[src/pkg/qet_pkg.sv]
/*
 package for the quadrature encoder tracker: modes, timing and thresholds.
 assumes a 250 MHz ref_clk.
*/
`default_nettype none
package qet_pkg;
    typedef enum logic [1:0] {QET_MODE0, QET_MODE1, QET_MODE2} qet_mode_e;
    localparam int          CLK_MHZ        = 250;
    localparam int          UPDATE_US      = 260;
    localparam int          UPDATE_CYCLES  = UPDATE_US * CLK_MHZ;
    localparam logic [31:0] MODE1_MAX_DIFF = 32'h0000_0005;
    localparam logic [31:0] MODE0_MIN_DIFF = 32'h0000_0002;
    localparam logic [31:0] MODE2_MIN_DIFF = 32'h0000_0019;
    localparam logic [31:0] POS_RESET      = 32'h0000_0000;
    localparam logic [2:0]  SEC_IDLE       = 3'h0;
    localparam logic [2:0]  SEC_CAPTURE    = 3'h1;
    localparam logic [2:0]  SEC_UPDATE     = 3'h2;
    localparam logic [2:0]  SEC_COUNT      = 3'h4;
endpackage
`default_nettype wire

[src/rtl/qet_tracker.sv]
/*
 quadrature encoder tracker top: filter, speed mode selector, edge counter
 and 32-bit position. assumes an encoder with two phases on plain pins
 and direction given by the motor drive logic.
*/
`timescale 1ns/1ps
`default_nettype none
module qet_tracker
#(
    parameter int UPDATE_CYCLES = qet_pkg::UPDATE_CYCLES
)
(
    input  wire logic        ref_clk,
    input  wire logic        rstn,
    input  wire logic        phase_a,
    input  wire logic        phase_b,
    input  wire logic        direction_fwd,
    output logic             mode_bit_low,
    output logic             mode_bit_high,
    output logic      [31:0] position,
    output logic      [15:0] edge_count,
    output logic             update_pulse,
    output logic             capture_pulse,
    output logic             capture_rising,
    output logic      [7:0]  port1_status
);
    logic [1:0]        phase_filt;
    logic              cnt_evt;
    logic [1:0]        frise;
    logic [1:0]        ffall;
    qet_pkg::qet_mode_e mode_r;
    qet_pkg::qet_mode_e mode_nxt;
    logic [31:0]       tick_r;
    logic [15:0]       cnt_r;
    logic [15:0]       cnt_old_r;
    logic [31:0]       pos_r;
    logic [31:0]       pos_nxt;
    logic [31:0]       diff;
    logic [15:0]       diff16;
    logic              tick_hit;
    logic              cap_a;
    logic              cap_any;
    logic              cap_evt;
    logic              cap_r;
    logic              cap_rise_r;
    logic              upd_r;
    logic [2:0]        sec;
    wire logic [1:0]   cap_hit;
    logic              cap_rise;

    qet_edge_filter u_filt
    (
        .ref_clk           (ref_clk),
        .rstn              (rstn),
        .phase_raw         ({phase_b, phase_a}),
        .phase_filt        (phase_filt),
        .count_clock_input (cnt_evt),
        .filt_rise         (frise),
        .filt_fall         (ffall)
    );

    // periodic update strobe, one cycle in every UPDATE_CYCLES
    assign tick_hit = (tick_r == 32'(UPDATE_CYCLES - 1));
    // modular 16-bit subtraction stays right across a counter wrap
    assign diff16   = cnt_r - cnt_old_r;
    assign diff     = {16'h0000, diff16};
    // position accumulates with silent wrap
    assign pos_nxt  = direction_fwd ? pos_r + diff
                                    : pos_r - diff;

    always_comb
    begin
        mode_nxt = mode_r;
        if (tick_hit)
        begin
            case (mode_r)
                qet_pkg::QET_MODE2:
                    if (diff <= qet_pkg::MODE1_MAX_DIFF)
                        mode_nxt = qet_pkg::QET_MODE1;
                qet_pkg::QET_MODE1:
                    if (diff < qet_pkg::MODE0_MIN_DIFF)
                        mode_nxt = qet_pkg::QET_MODE0;
                    else if (diff >= qet_pkg::MODE2_MIN_DIFF)
                        mode_nxt = qet_pkg::QET_MODE2;
                qet_pkg::QET_MODE0:
                    // speed-up path; slow to fast ordering
                    if (diff >= qet_pkg::MODE0_MIN_DIFF)
                        mode_nxt = qet_pkg::QET_MODE1;
                default:
                    mode_nxt = qet_pkg::QET_MODE0;
            endcase
        end
    end

    // mode 1: two capture channels watch phase a, one per edge polarity
    for (genvar ch = 0; ch < 2; ch++)
    begin : g_cap
        if (ch == 0)
        begin : g_rise
            assign cap_hit[ch] = frise[0];
        end
        else
        begin : g_fall
            assign cap_hit[ch] = ffall[0];
        end
    end

    assign cap_a    = |cap_hit;
    assign cap_any  = cap_a | frise[1] | ffall[1];
    // decode on the mode about to be shown, so capture_pulse and the mode
    // bits always agree; an edge in the switching cycle follows the new
    // mode
    assign cap_evt  = (mode_nxt == qet_pkg::QET_MODE1) ? cap_a
                    : (mode_nxt == qet_pkg::QET_MODE0) ? cap_any
                    : 1'b0;
    assign cap_rise = (mode_nxt == qet_pkg::QET_MODE1) ? cap_hit[0]
                    : (frise[0] | frise[1]);

    assign sec = tick_hit ? qet_pkg::SEC_UPDATE
               : cap_evt  ? qet_pkg::SEC_CAPTURE
               : (mode_nxt == qet_pkg::QET_MODE2 && cnt_evt)
                          ? qet_pkg::SEC_COUNT
                          : qet_pkg::SEC_IDLE;

    // update period counter
    always_ff @(posedge ref_clk)
    begin
        if (!rstn || tick_hit)
        begin
            tick_r <= 32'h0000_0000;
        end
        else
        begin
            tick_r <= tick_r + 32'h0000_0001;
        end
    end

    // counter counts every filtered edge; only mode 2 relies on it alone
    always_ff @(posedge ref_clk)
    begin
        if (!rstn)
        begin
            cnt_r <= 16'h0000;
        end
        else if (cnt_evt)
        begin
            cnt_r <= cnt_r + 16'h0001;
        end
    end

    // snapshot and position fold once per period
    always_ff @(posedge ref_clk)
    begin
        if (!rstn)
        begin
            cnt_old_r <= 16'h0000;
            pos_r     <= qet_pkg::POS_RESET;
        end
        else if (tick_hit)
        begin
            cnt_old_r <= cnt_r;
            pos_r     <= pos_nxt;
        end
    end

    always_ff @(posedge ref_clk)
    begin
        if (!rstn)
        begin
            mode_r <= qet_pkg::QET_MODE0;
        end
        else
        begin
            mode_r <= mode_nxt;
        end
    end

    always_ff @(posedge ref_clk)
    begin
        if (!rstn)
        begin
            cap_r      <= 1'b0;
            cap_rise_r <= 1'b0;
            upd_r      <= 1'b0;
        end
        else
        begin
            cap_r      <= cap_evt;
            cap_rise_r <= cap_evt & cap_rise;
            upd_r      <= tick_hit;
        end
    end

    // debug view: mode in bits 1:0, section above; registered so that
    // the mode bits leave the block straight from flip-flops
    always_ff @(posedge ref_clk)
    begin
        if (!rstn)
        begin
            port1_status <= 8'h00;
        end
        else
        begin
            port1_status <= {3'h0, sec, mode_nxt == qet_pkg::QET_MODE2,
                             mode_nxt == qet_pkg::QET_MODE1};
        end
    end

    // mode bits straight from the port1_status flip-flops, not from mode_r
    assign mode_bit_low   = port1_status[0];
    assign mode_bit_high  = port1_status[1];
    assign position       = pos_r;
    assign edge_count     = cnt_r;
    assign update_pulse   = upd_r;
    assign capture_pulse  = cap_r;
    assign capture_rising = cap_rise_r;
endmodule
`default_nettype wire

[src/rtl/qet_edge_filter.sv]
/*
 edge filter: synchronises both encoder phases, makes one-shot pulses on
 every edge, and latches each phase only on edges of the opposite phase.
 assumes raw phase pins are asynchronous to ref_clk.
*/
`timescale 1ns/1ps
`default_nettype none
module qet_edge_filter
(
    input  wire logic       ref_clk,
    input  wire logic       rstn,
    input  wire logic [1:0] phase_raw,
    output logic      [1:0] phase_filt,
    output logic            count_clock_input,
    output logic      [1:0] filt_rise,
    output logic      [1:0] filt_fall
);
    logic [1:0] s1_r;
    logic [1:0] s2_r;
    logic [1:0] s3_r;
    logic [1:0] stable_r;
    logic [1:0] filt_r;
    logic [1:0] filt_d_r;
    logic [1:0] chg;
    logic [1:0] oneshot;
    logic [1:0] filt_nxt;

    // a change counts once the second and third stage agree
    assign chg     = (s2_r ~^ s3_r) & (s2_r ^ stable_r);
    // xor one-shot on each stable phase
    assign oneshot = chg;
    // a pulse on one phase latches the other phase
    assign filt_nxt[0] = oneshot[1] ? s3_r[0] : filt_r[0];
    assign filt_nxt[1] = oneshot[0] ? s3_r[1] : filt_r[1];
    // a repeated edge on one phase never reaches filt_r

    always_ff @(posedge ref_clk)
    begin
        if (!rstn)
        begin
            s1_r     <= 2'h0;
            s2_r     <= 2'h0;
            s3_r     <= 2'h0;
            stable_r <= 2'h0;
            filt_r   <= 2'h0;
            filt_d_r <= 2'h0;
        end
        else
        begin
            s1_r     <= phase_raw;
            s2_r     <= s1_r;
            s3_r     <= s2_r;
            stable_r <= stable_r ^ chg;
            filt_r   <= filt_nxt;
            filt_d_r <= filt_r;
        end
    end

    assign phase_filt        = filt_d_r;
    // count event on both edges of both filtered phases
    assign count_clock_input = |(filt_r ^ filt_d_r);
    assign filt_rise         = filt_r & ~filt_d_r;
    assign filt_fall         = ~filt_r & filt_d_r;
endmodule
`default_nettype wire

[config.mk]
export PLATFORM = sky130hd
export DESIGN_NAME = qet_tracker
export DESIGN_NICKNAME = d
export VERILOG_FILES = /design/src/pkg/qet_pkg.sv /design/src/rtl/qet_tracker.sv /design/src/rtl/qet_edge_filter.sv
export SDC_FILE = /design/constraint.sdc
export NUM_CORES = 1
export LEC_CHECK = 0
export ABC_CLOCK_PERIOD_IN_PS = 13300
export BUFFER_PORTS_ARGS = -buffer_cell sky130_fd_sc_hd__buf_2
export CORE_MARGIN = 4
export CORE_UTILIZATION = 55
export DETAILED_ROUTE_END_ITERATION = 10
export HOLD_SLACK_MARGIN = 0.02
export PLACE_DENSITY = 0.78
export SLEW_MARGIN = 20
export SYNTH_ARGS = -nofsm -noshare
export SYNTH_HDL_FRONTEND = slang
export SYNTH_HIERARCHICAL = 1
export SYNTH_SLANG_ARGS = --single-unit
[constraint.sdc]
create_clock -name ref_clk -period 13.3 [get_ports ref_clk]
set_clock_uncertainty 0.05 [all_clocks]
set_input_delay 1.33 -clock ref_clk [delete_from_list [all_inputs] [get_ports ref_clk]]
set_output_delay 1.33 -clock ref_clk [all_outputs]
set_load 0.02 [all_outputs]
==> results.md, run 1 <==
- Fin Setup TNS: 0 ps
- Initial Utilization: 0.563
- Register area share after synthesis: 0.314
- Root Buffer Master: clkbuf_16
- Highest Clock Rate: around 170 MHz
- Post-CTS Setup Inserts: 0
- Clock slew at reported path FFs: 60 ps
- Final Max Slew Viols: 0
- Rows: 42
- Post-synth EDFFs: 0
- Core area: roughly 13,000 sq um
- Antenna-violating nets left: 0
- Num CTS Buffers: 17
- Tmin final: 6020 ps
- Critical path class: flop to flop
- Post-Syn Area: about 7500 sq um
- Vias per std cell: 5.57
- Syn_area_per_cell: between 7 and 8 sq um
- Cell area power density: between 90 and 100 nW/um^2
- Critical path launch point type: flop
- Vias: about 6,500
- Hold Buf Count CTS: 0
- Chip Width: approximately 120 um
- Clk sinks: around 120
- CP Max Fanout: 17
- Post-synth ARST share: 0
- Hold Vio Cnt, Final: 0
- Max IR drop VDD: 0.0792 mV
- Distinct cells, synth: 61
- Status: finished, final reports clean
- Worst Tran Pin Value: about 850 ps
- Die area: around 15,000 sq um
- Largest net degree at the start of global routing: 81
- Total GRT Usage: 0.216
- Initial antenna violation count: 0
- Share of cells above drive strength 1: 0.106
- IO Count: 66
- CP arrival: 6320 ps
- Final wirelength: roughly 17,000 um
- DR iter-0 viols: around 500
- Static Leakage: between 3 and 4 nW
- Synth-to-layout area growth: 13.2%
- WL/cell: roughly 14 um
- #FFs+latches synth: 117
- Routability congestion estimate: ~0.91
- Syn Inst Count: between 900 and 1,000
- Commonest cells after routing, fill and taps aside: 133 x nand2_1, 117 x dfxtp_1, 63 x nor2_1
- Layout Nets: about 1,000
- Ant diodes: 0
- Global route overflow: 0
- Clock insertion delay at the later pin of the skew report: approximately 420 ps
- First-pass GRT wire length: between 20,000 and 30,000 um
- Ys flop type: dfxtp_1
- Min-Delay Path Class: flop to flop
- Slew margin rel.: 0.427
- Vias in the first global route: between 5,000 and 6,000
- Commonest non-fill, non-tap cell in the layout: nand2_1
- Max-cap violations: 0
- Hold Worst Slack: between 300 and 400 ps
- CTS tree: built
- First-pass DRT Iterations: 5
- Required time of the critical path: between 10,000 and 15,000 ps
- Crit share post-route: 0.452
- H-tree depth: 4
- Post-CTS Resized: 0
- DP Wirelength: around 12,000 um
- CTS max path bufs: 2
- RSZ-0062 raised after global routing: false
- CP endpoint kind: flop
- Height of the die: around 120 um
- Input/output buffers: between 60 and 70
- Syn. warnings: 6
- # setup viols final: 0
- DRC violations left: 0
[synth_stat cells (all sizes together), types with 3 or more instances]
library cell  number  area [sq um]
nand2            134           503
dfxtp            117          2340
a21oi             63           319
nor2              63           236
ha                57           713
xnor2             52           455
and2              47           294
o21ai             47           235
inv               39           146
xor2              39           342
clkbuf            32           120
a21boi            27           203
nand3             25           125
a21o              18           135
a31oi             14          87.6
nor4              14          87.6
and3              13          81.3
nand4             12          75.1
nor3              12          60.1
buf                9          63.8
nand2b             8          50.1
nor2b              8          50.1
o21a               8          60.1
mux2i              6          60.1
or3                6          37.5
and4               5          43.8
nand3b             5          37.5
o31ai              5          42.5
a211o              4          35.0
o211a              4          40.0
o21bai             4          30.0
o211ai             3          27.5
[stage by stage]
stage               worst slack, ps  utilization  cells  total power (W)  instance area (sq um)
detailed placement             7440        0.591   1133         0.000374                   7830
finish                         7280        0.637   1165         0.000838                   8440
floorplan                      7830            -    934         0.000371                   7460
CTS                            7430        0.637   1165         0.000842                   8430
global placement               7640        0.591   1133         0.000373                   7830
global route                   6710        0.637   1165         0.000862                   8440
[worst max-delay path, cell delays in order (launching register included)]
cell,delay (ps)
dfxtp_1,350
inv_1,70
ha_1,150
inv_1,50
fa_1,410
a211oi_1,310
o21ai_1,160
a31oi_1,320
nand2b_1,110
xor2_1,190
a2111oi_4,340
and3_1,610
a21oi_1,200
ha_1,450
nand4_1,160
or3_1,360
nor3_1,230
o21ai_0,240
o21ai_0,360
o31ai_1,150
o21ai_0,220
mux2i_1,250
mux2i_1,190
[cell families (layout without fill, tap and decap cells)]
| family | count (synthesis) | in the layout | share of synthesized area |
|---|---|---|---|
| XOR/XNOR | 91 | 91 | 0.107 |
| flip-flops | 117 | 117 | 0.314 |
| AO/OA/AOI/OAI | 216 | 216 | 0.188 |
| multiplexers | 6 | 6 | 0.00806 |
| AND/OR/NAND/NOR | 362 | 362 | 0.237 |
| adder cells (fa/ha/maj) | 59 | 59 | 0.101 |
| buffers and inverters | 80 | 135 | 0.0443 |
| other | 1 | 3 | 0.000503 |
[flip-flops by register name, indices dropped and copies added (netlist names), 4 cells and up, named ones only]
| signal | flops |
|---|---|
| edge_count | 16 |
| port1_status | 4 |
| position | 32 |
| cnt_old_r | 16 |
| tick_r | 32 |
[power by group]
group / internal, W / switching, W
clock: 0.000297 / 0.000175
combinational: 0.00000384 / 0.00000875
sequential: 0.000352 / 0.00000129
[layout make-up]
| cell class | instances | area [sq um] |
|---|---|---|
| fill | 1144 | 4800 |
| multi-input combinational | 737 | 4800 |
| sequential | 117 | 2340 |
| clock buffer | 19 | 433 |
| timing repair buffer | 64 | 325 |
| tap | 176 | 220 |
| clock inverter | 13 | 171 |
| inverter | 39 | 146 |
[routing by layer]
| metal | track usage | vias to the layer above | routed length [um] |
|---|---|---|---|
| met1 | 0.299 | 2962 | 8080 |
| met5 | 0 | - | 0 |
| met3 | 0.0467 | 33 | 873 |
| met2 | 0.333 | 181 | 7330 |
| li1 | - | 3316 | - |
| met4 | 0.0774 | 0 | 348 |
[path summary, 6_finish.rpt]
kind | from | depth (start not counted) | to | slack [ps]
setup / recovery | edge_count[0]$_SDFFE_PN0P_ | 22 | position[31]$_SDFFE_PN0P_ | 7280
hold / removal | u_filt/s1_r[1]$_SDFF_PN0_ | 1 | u_filt/s2_r[1]$_SDFF_PN0_ | 380
setup reg to reg | edge_count[0]$_SDFFE_PN0P_ | 22 | position[31]$_SDFFE_PN0P_ | 7280
hold reg to reg | u_filt/s1_r[1]$_SDFF_PN0_ | 1 | u_filt/s2_r[1]$_SDFF_PN0_ | 380
Power figures use the tool's default switching activity.
==> inputs of run 2 (changes only) <==
--- a/config.mk
+++ b/config.mk
@@ -5,13 +5,14 @@
 export SDC_FILE = /design/constraint.sdc
 export NUM_CORES = 1
 export LEC_CHECK = 0
-export ABC_CLOCK_PERIOD_IN_PS = 13300
+export ABC_AREA = 1
+export ABC_CLOCK_PERIOD_IN_PS = 5700
 export BUFFER_PORTS_ARGS = -buffer_cell sky130_fd_sc_hd__buf_2
 export CORE_MARGIN = 4
 export CORE_UTILIZATION = 55
 export DETAILED_ROUTE_END_ITERATION = 10
 export HOLD_SLACK_MARGIN = 0.02
-export PLACE_DENSITY = 0.78
+export PLACE_DENSITY = 0.77
 export SLEW_MARGIN = 20
 export SYNTH_ARGS = -nofsm -noshare
 export SYNTH_HDL_FRONTEND = slang
==> constraint.sdc (replaced) <==
create_clock -name ref_clk -period 5.7 [get_ports ref_clk]
set_clock_uncertainty 0.05 [all_clocks]
set_input_delay 0.57 -clock ref_clk [delete_from_list [all_inputs] [get_ports ref_clk]]
set_output_delay 0.57 -clock ref_clk [all_outputs]
set_load 0.02 [all_outputs]
==> results.md, run 2 <==
- Post-synth EDFFs: 0 (unchanged)
- Critical path class: flop to flop
- Hold path start: phase_a
- Antenna-violating nets left: 0 (unchanged)
- Post-CTS Setup Inserts: 0 (unchanged)
- Critical path launch point type: flop
- DP Area: 8310 sq um (+6.2%)
- Total GRT Usage: 0.232 (+0.0160)
- Static Leakage: 4.34 nW (+18%)
- Clock share of power: 0.450 (-0.113)
- Largest net degree at the start of global routing: 42 (-48%)
- Die area: 16,300 sq um (+5.4%)
- Fillers: 1,274 (+11%)
- Final Max Slew Viols: 0 (unchanged)
- Post-synth ARST share: 0 (unchanged)
- Chip Width: 128 um (+2.7%)
- Post-CTS Resized: 0 (unchanged)
- Syn_area_per_cell: 6.57 sq um (-18%)
- Switch share: 0.307 (+0.0860)
- Combinational Power Share: 0.184 (+0.169)
- Initial antenna violation count: 0 (unchanged)
- Required time of the critical path: 6000 ps (-7600 ps)
- Synth top area share: 0.297 (-0.0172)
- Routability congestion estimate: 0.962 (+5.3%)
- DP Wirelength: 14,100 um (+19%)
- Area leader, netlist: dfxtp_1
- Core area: 13,900 sq um (+5.2%)
- CP arrival: 5180 ps (-1140 ps)
- Cell area power density: 256 nW/um^2 (+160%)
- Commonest cells after routing, fill and taps aside: 295 x nand2_1, 187 x inv_1, 117 x dfxtp_1
- Status: finished, final reports clean
- Vias: 7,796 (+20%)
- Delay of the slowest critical-path stage: 410 ps (-200 ps)
- Vias in the first global route: 6,924 (+16%)
- PnR worst setup slack: 812 ps (-6470 ps)
- Psw: 0.000698 W (+280%)
- Fin Setup TNS: 0 ps (unchanged)
- Root Buffer Master: clkbuf_16
- Slew margin rel.: 0.273 (-0.154)
- Post-Syn Area: 7880 sq um (+5.8%)
- CP Max Fanout: 7 (-10)
- Crit share post-route: 0.858 (+0.405)
- WL/cell: 13.0 um (-8.7%)
- # setup viols final: 0 (unchanged)
- Clock slew at reported path FFs: 60 ps (about the same)
- Placement Setup Slack: 893 ps (-6550 ps)
- Clock insertion delay at the later pin of the skew report: 430 ps (about the same)
- Synth-to-layout area growth: 12.7%
- CP endpoint kind: flop
- RSZ-0062 raised after global routing: false
- First-pass DRT Iterations: 5 (unchanged)
- CTS max path bufs: 2 (unchanged)
- DR iter-0 viols: 445 (-11%)
- Post-Layout Cell Count: 1,455 (+25%)
- Syn Inst Count: 1,200 (+29%)
- Top cells by count, synth: 295 x nand2_1, 187 x inv_1, 117 x dfxtp_1, 108 x nor2_1, 95 x a21oi_1
- Highest Clock Rate: 205 MHz (+23%)
- Initial Utilization: 0.566 (+0.00295)
- Hold Path Stages: 3 (+2)
- IO Count: 66 (unchanged)
- Ys flop type: dfxtp_1
- Reg2reg path depth: 26 (+18%)
- Syn. warnings: 6 (unchanged)
- Share of cells above drive strength 1: 0.109 (+0.00285)
- Final wirelength: 19,000 um (+14%)
- Vias per std cell: 5.36 (-3.8%)
- First-pass GRT wire length: 31,200 um (+10%)
- Input/output buffers: 62 (unchanged)
- DRC violations left: 0 (unchanged)
- CP startpoint: edge_count[0]$_SDFFE_PN0P_
- Commonest non-fill, non-tap cell in the layout: nand2_1
- Most frequent CP cell: nand2_1
- Tmin final: 4890 ps (-1130 ps)
- Distinct cells, synth: 49 (-20%)
- Num CTS Buffers: 17 (unchanged)
- Worst Tran Pin Value: 1090 ps (+236 ps)
- Hold Buf Count CTS: 0 (unchanged)
- Register area share after synthesis: 0.297 (-0.0172)
- Max-cap violations: 0 (unchanged)
- Max IR drop VDD: 0.219 mV (+180%)
- Layout Nets: 1,326 (+28%)
- Internal power: 0.00158 W (+140%)
- CP max-delay cell: fa_1
- Ant diodes: 0 (unchanged)
- Global route overflow: 0 (unchanged)
- Final Cell Area: 8880 sq um (+5.3%)
- Synth area leaders: dfxtp_1 30%, nand2_1 14%, ha_1 9.0%
- Share of total power in sequential cells: 0.366 (-0.056)
- H-tree depth: 4 (unchanged)
- Height of the die: 128 um (+2.7%)
- CTS tree: built
- Count leader, synth: nand2_1
- Post-route core utilization: 0.637 (about the same)
- Min-Delay Path Class: primary input to flop
- Launch point of the worst reg-to-reg path: edge_count[0]$_SDFFE_PN0P_
- Hold Vio Cnt, Final: 0 (unchanged)
- Placed Cells: 1,423 (+26%)
- Rows: 43 (+2.4%)
- #FFs+latches synth: 117 (unchanged)
- Clk sinks: 117 (unchanged)
[run 2: kinds of logic after synthesis]
kind of cell | Yosys count | synth area share
and+or+nand+nor | 566 | 0.319
buffers and inverters | 217 | 0.109
DFF | 117 | 0.297
AOI/OAI and AO/OA | 211 | 0.147
adders and majority gates | 59 | 0.0956
other | 1 | 0.000476
xor gates and xnor gates | 29 | 0.0322
[run 2: metrics by stage]
step	hold WS, ps	power, W
2_1_floorplan	340	0.00118
3_3_place_gp	343	0.00125
3_5_place_dp	352	0.00126
4_1_cts	258	0.00228
5_1_grt	297	0.00239
6_report	270	0.00227
[run 2: final cells by class]
class	instances	area, sq um	share of cell area
tap	180	225	0.0254
inverter	194	728	0.0820
timing repair buffer	64	325	0.0366
clock inverter	14	130	0.0146
clock buffer	18	439	0.0494
multi-input combinational	868	4690	0.528
sequential	117	2340	0.264
[run 2: critical path: cells and delay by family, from the launching register on]
family	cells	cell delay, ps
flip-flops	1	350
XOR/XNOR	1	160
AO/OA/AOI/OAI	3	640
adder cells (fa/ha/maj)	3	930
AND/OR/NAND/NOR	15	2340
buffers and inverters	4	310
[run 2: power groups by stage]
stage          clock network (W)  logic [W]  registers (W)
3_5_place_dp                   0   0.000411       0.000849
5_1_grt                  0.00108   0.000477       0.000833
4_1_cts                  0.00104   0.000415       0.000832
6_report                 0.00102   0.000419       0.000832
3_3_place_gp                   0   0.000404       0.000849
2_1_floorplan                  0   0.000331       0.000852
[run 2: path summary, 6_finish.rpt]
kind | to | slack (ps)
min reg2reg | u_filt/s2_r[0]$_SDFF_PN0_ | 370
max reg2reg | position[31]$_SDFFE_PN0P_ | 810
min | u_filt/s1_r[0]$_SDFF_PN0_ | 270
max | position[31]$_SDFFE_PN0P_ | 810
[run 2: routing by layer]
| layer | GRT usage | vias to the layer above | wire, um |
|---|---|---|---|
| met5 | 0 | - | 0 |
| met3 | 0.0467 | 42 | 1140 |
| met4 | 0.0949 | 0 | 415 |
| met1 | 0.295 | 3485 | 8570 |
| li1 | - | 4030 | - |
| met2 | 0.387 | 239 | 8830 |
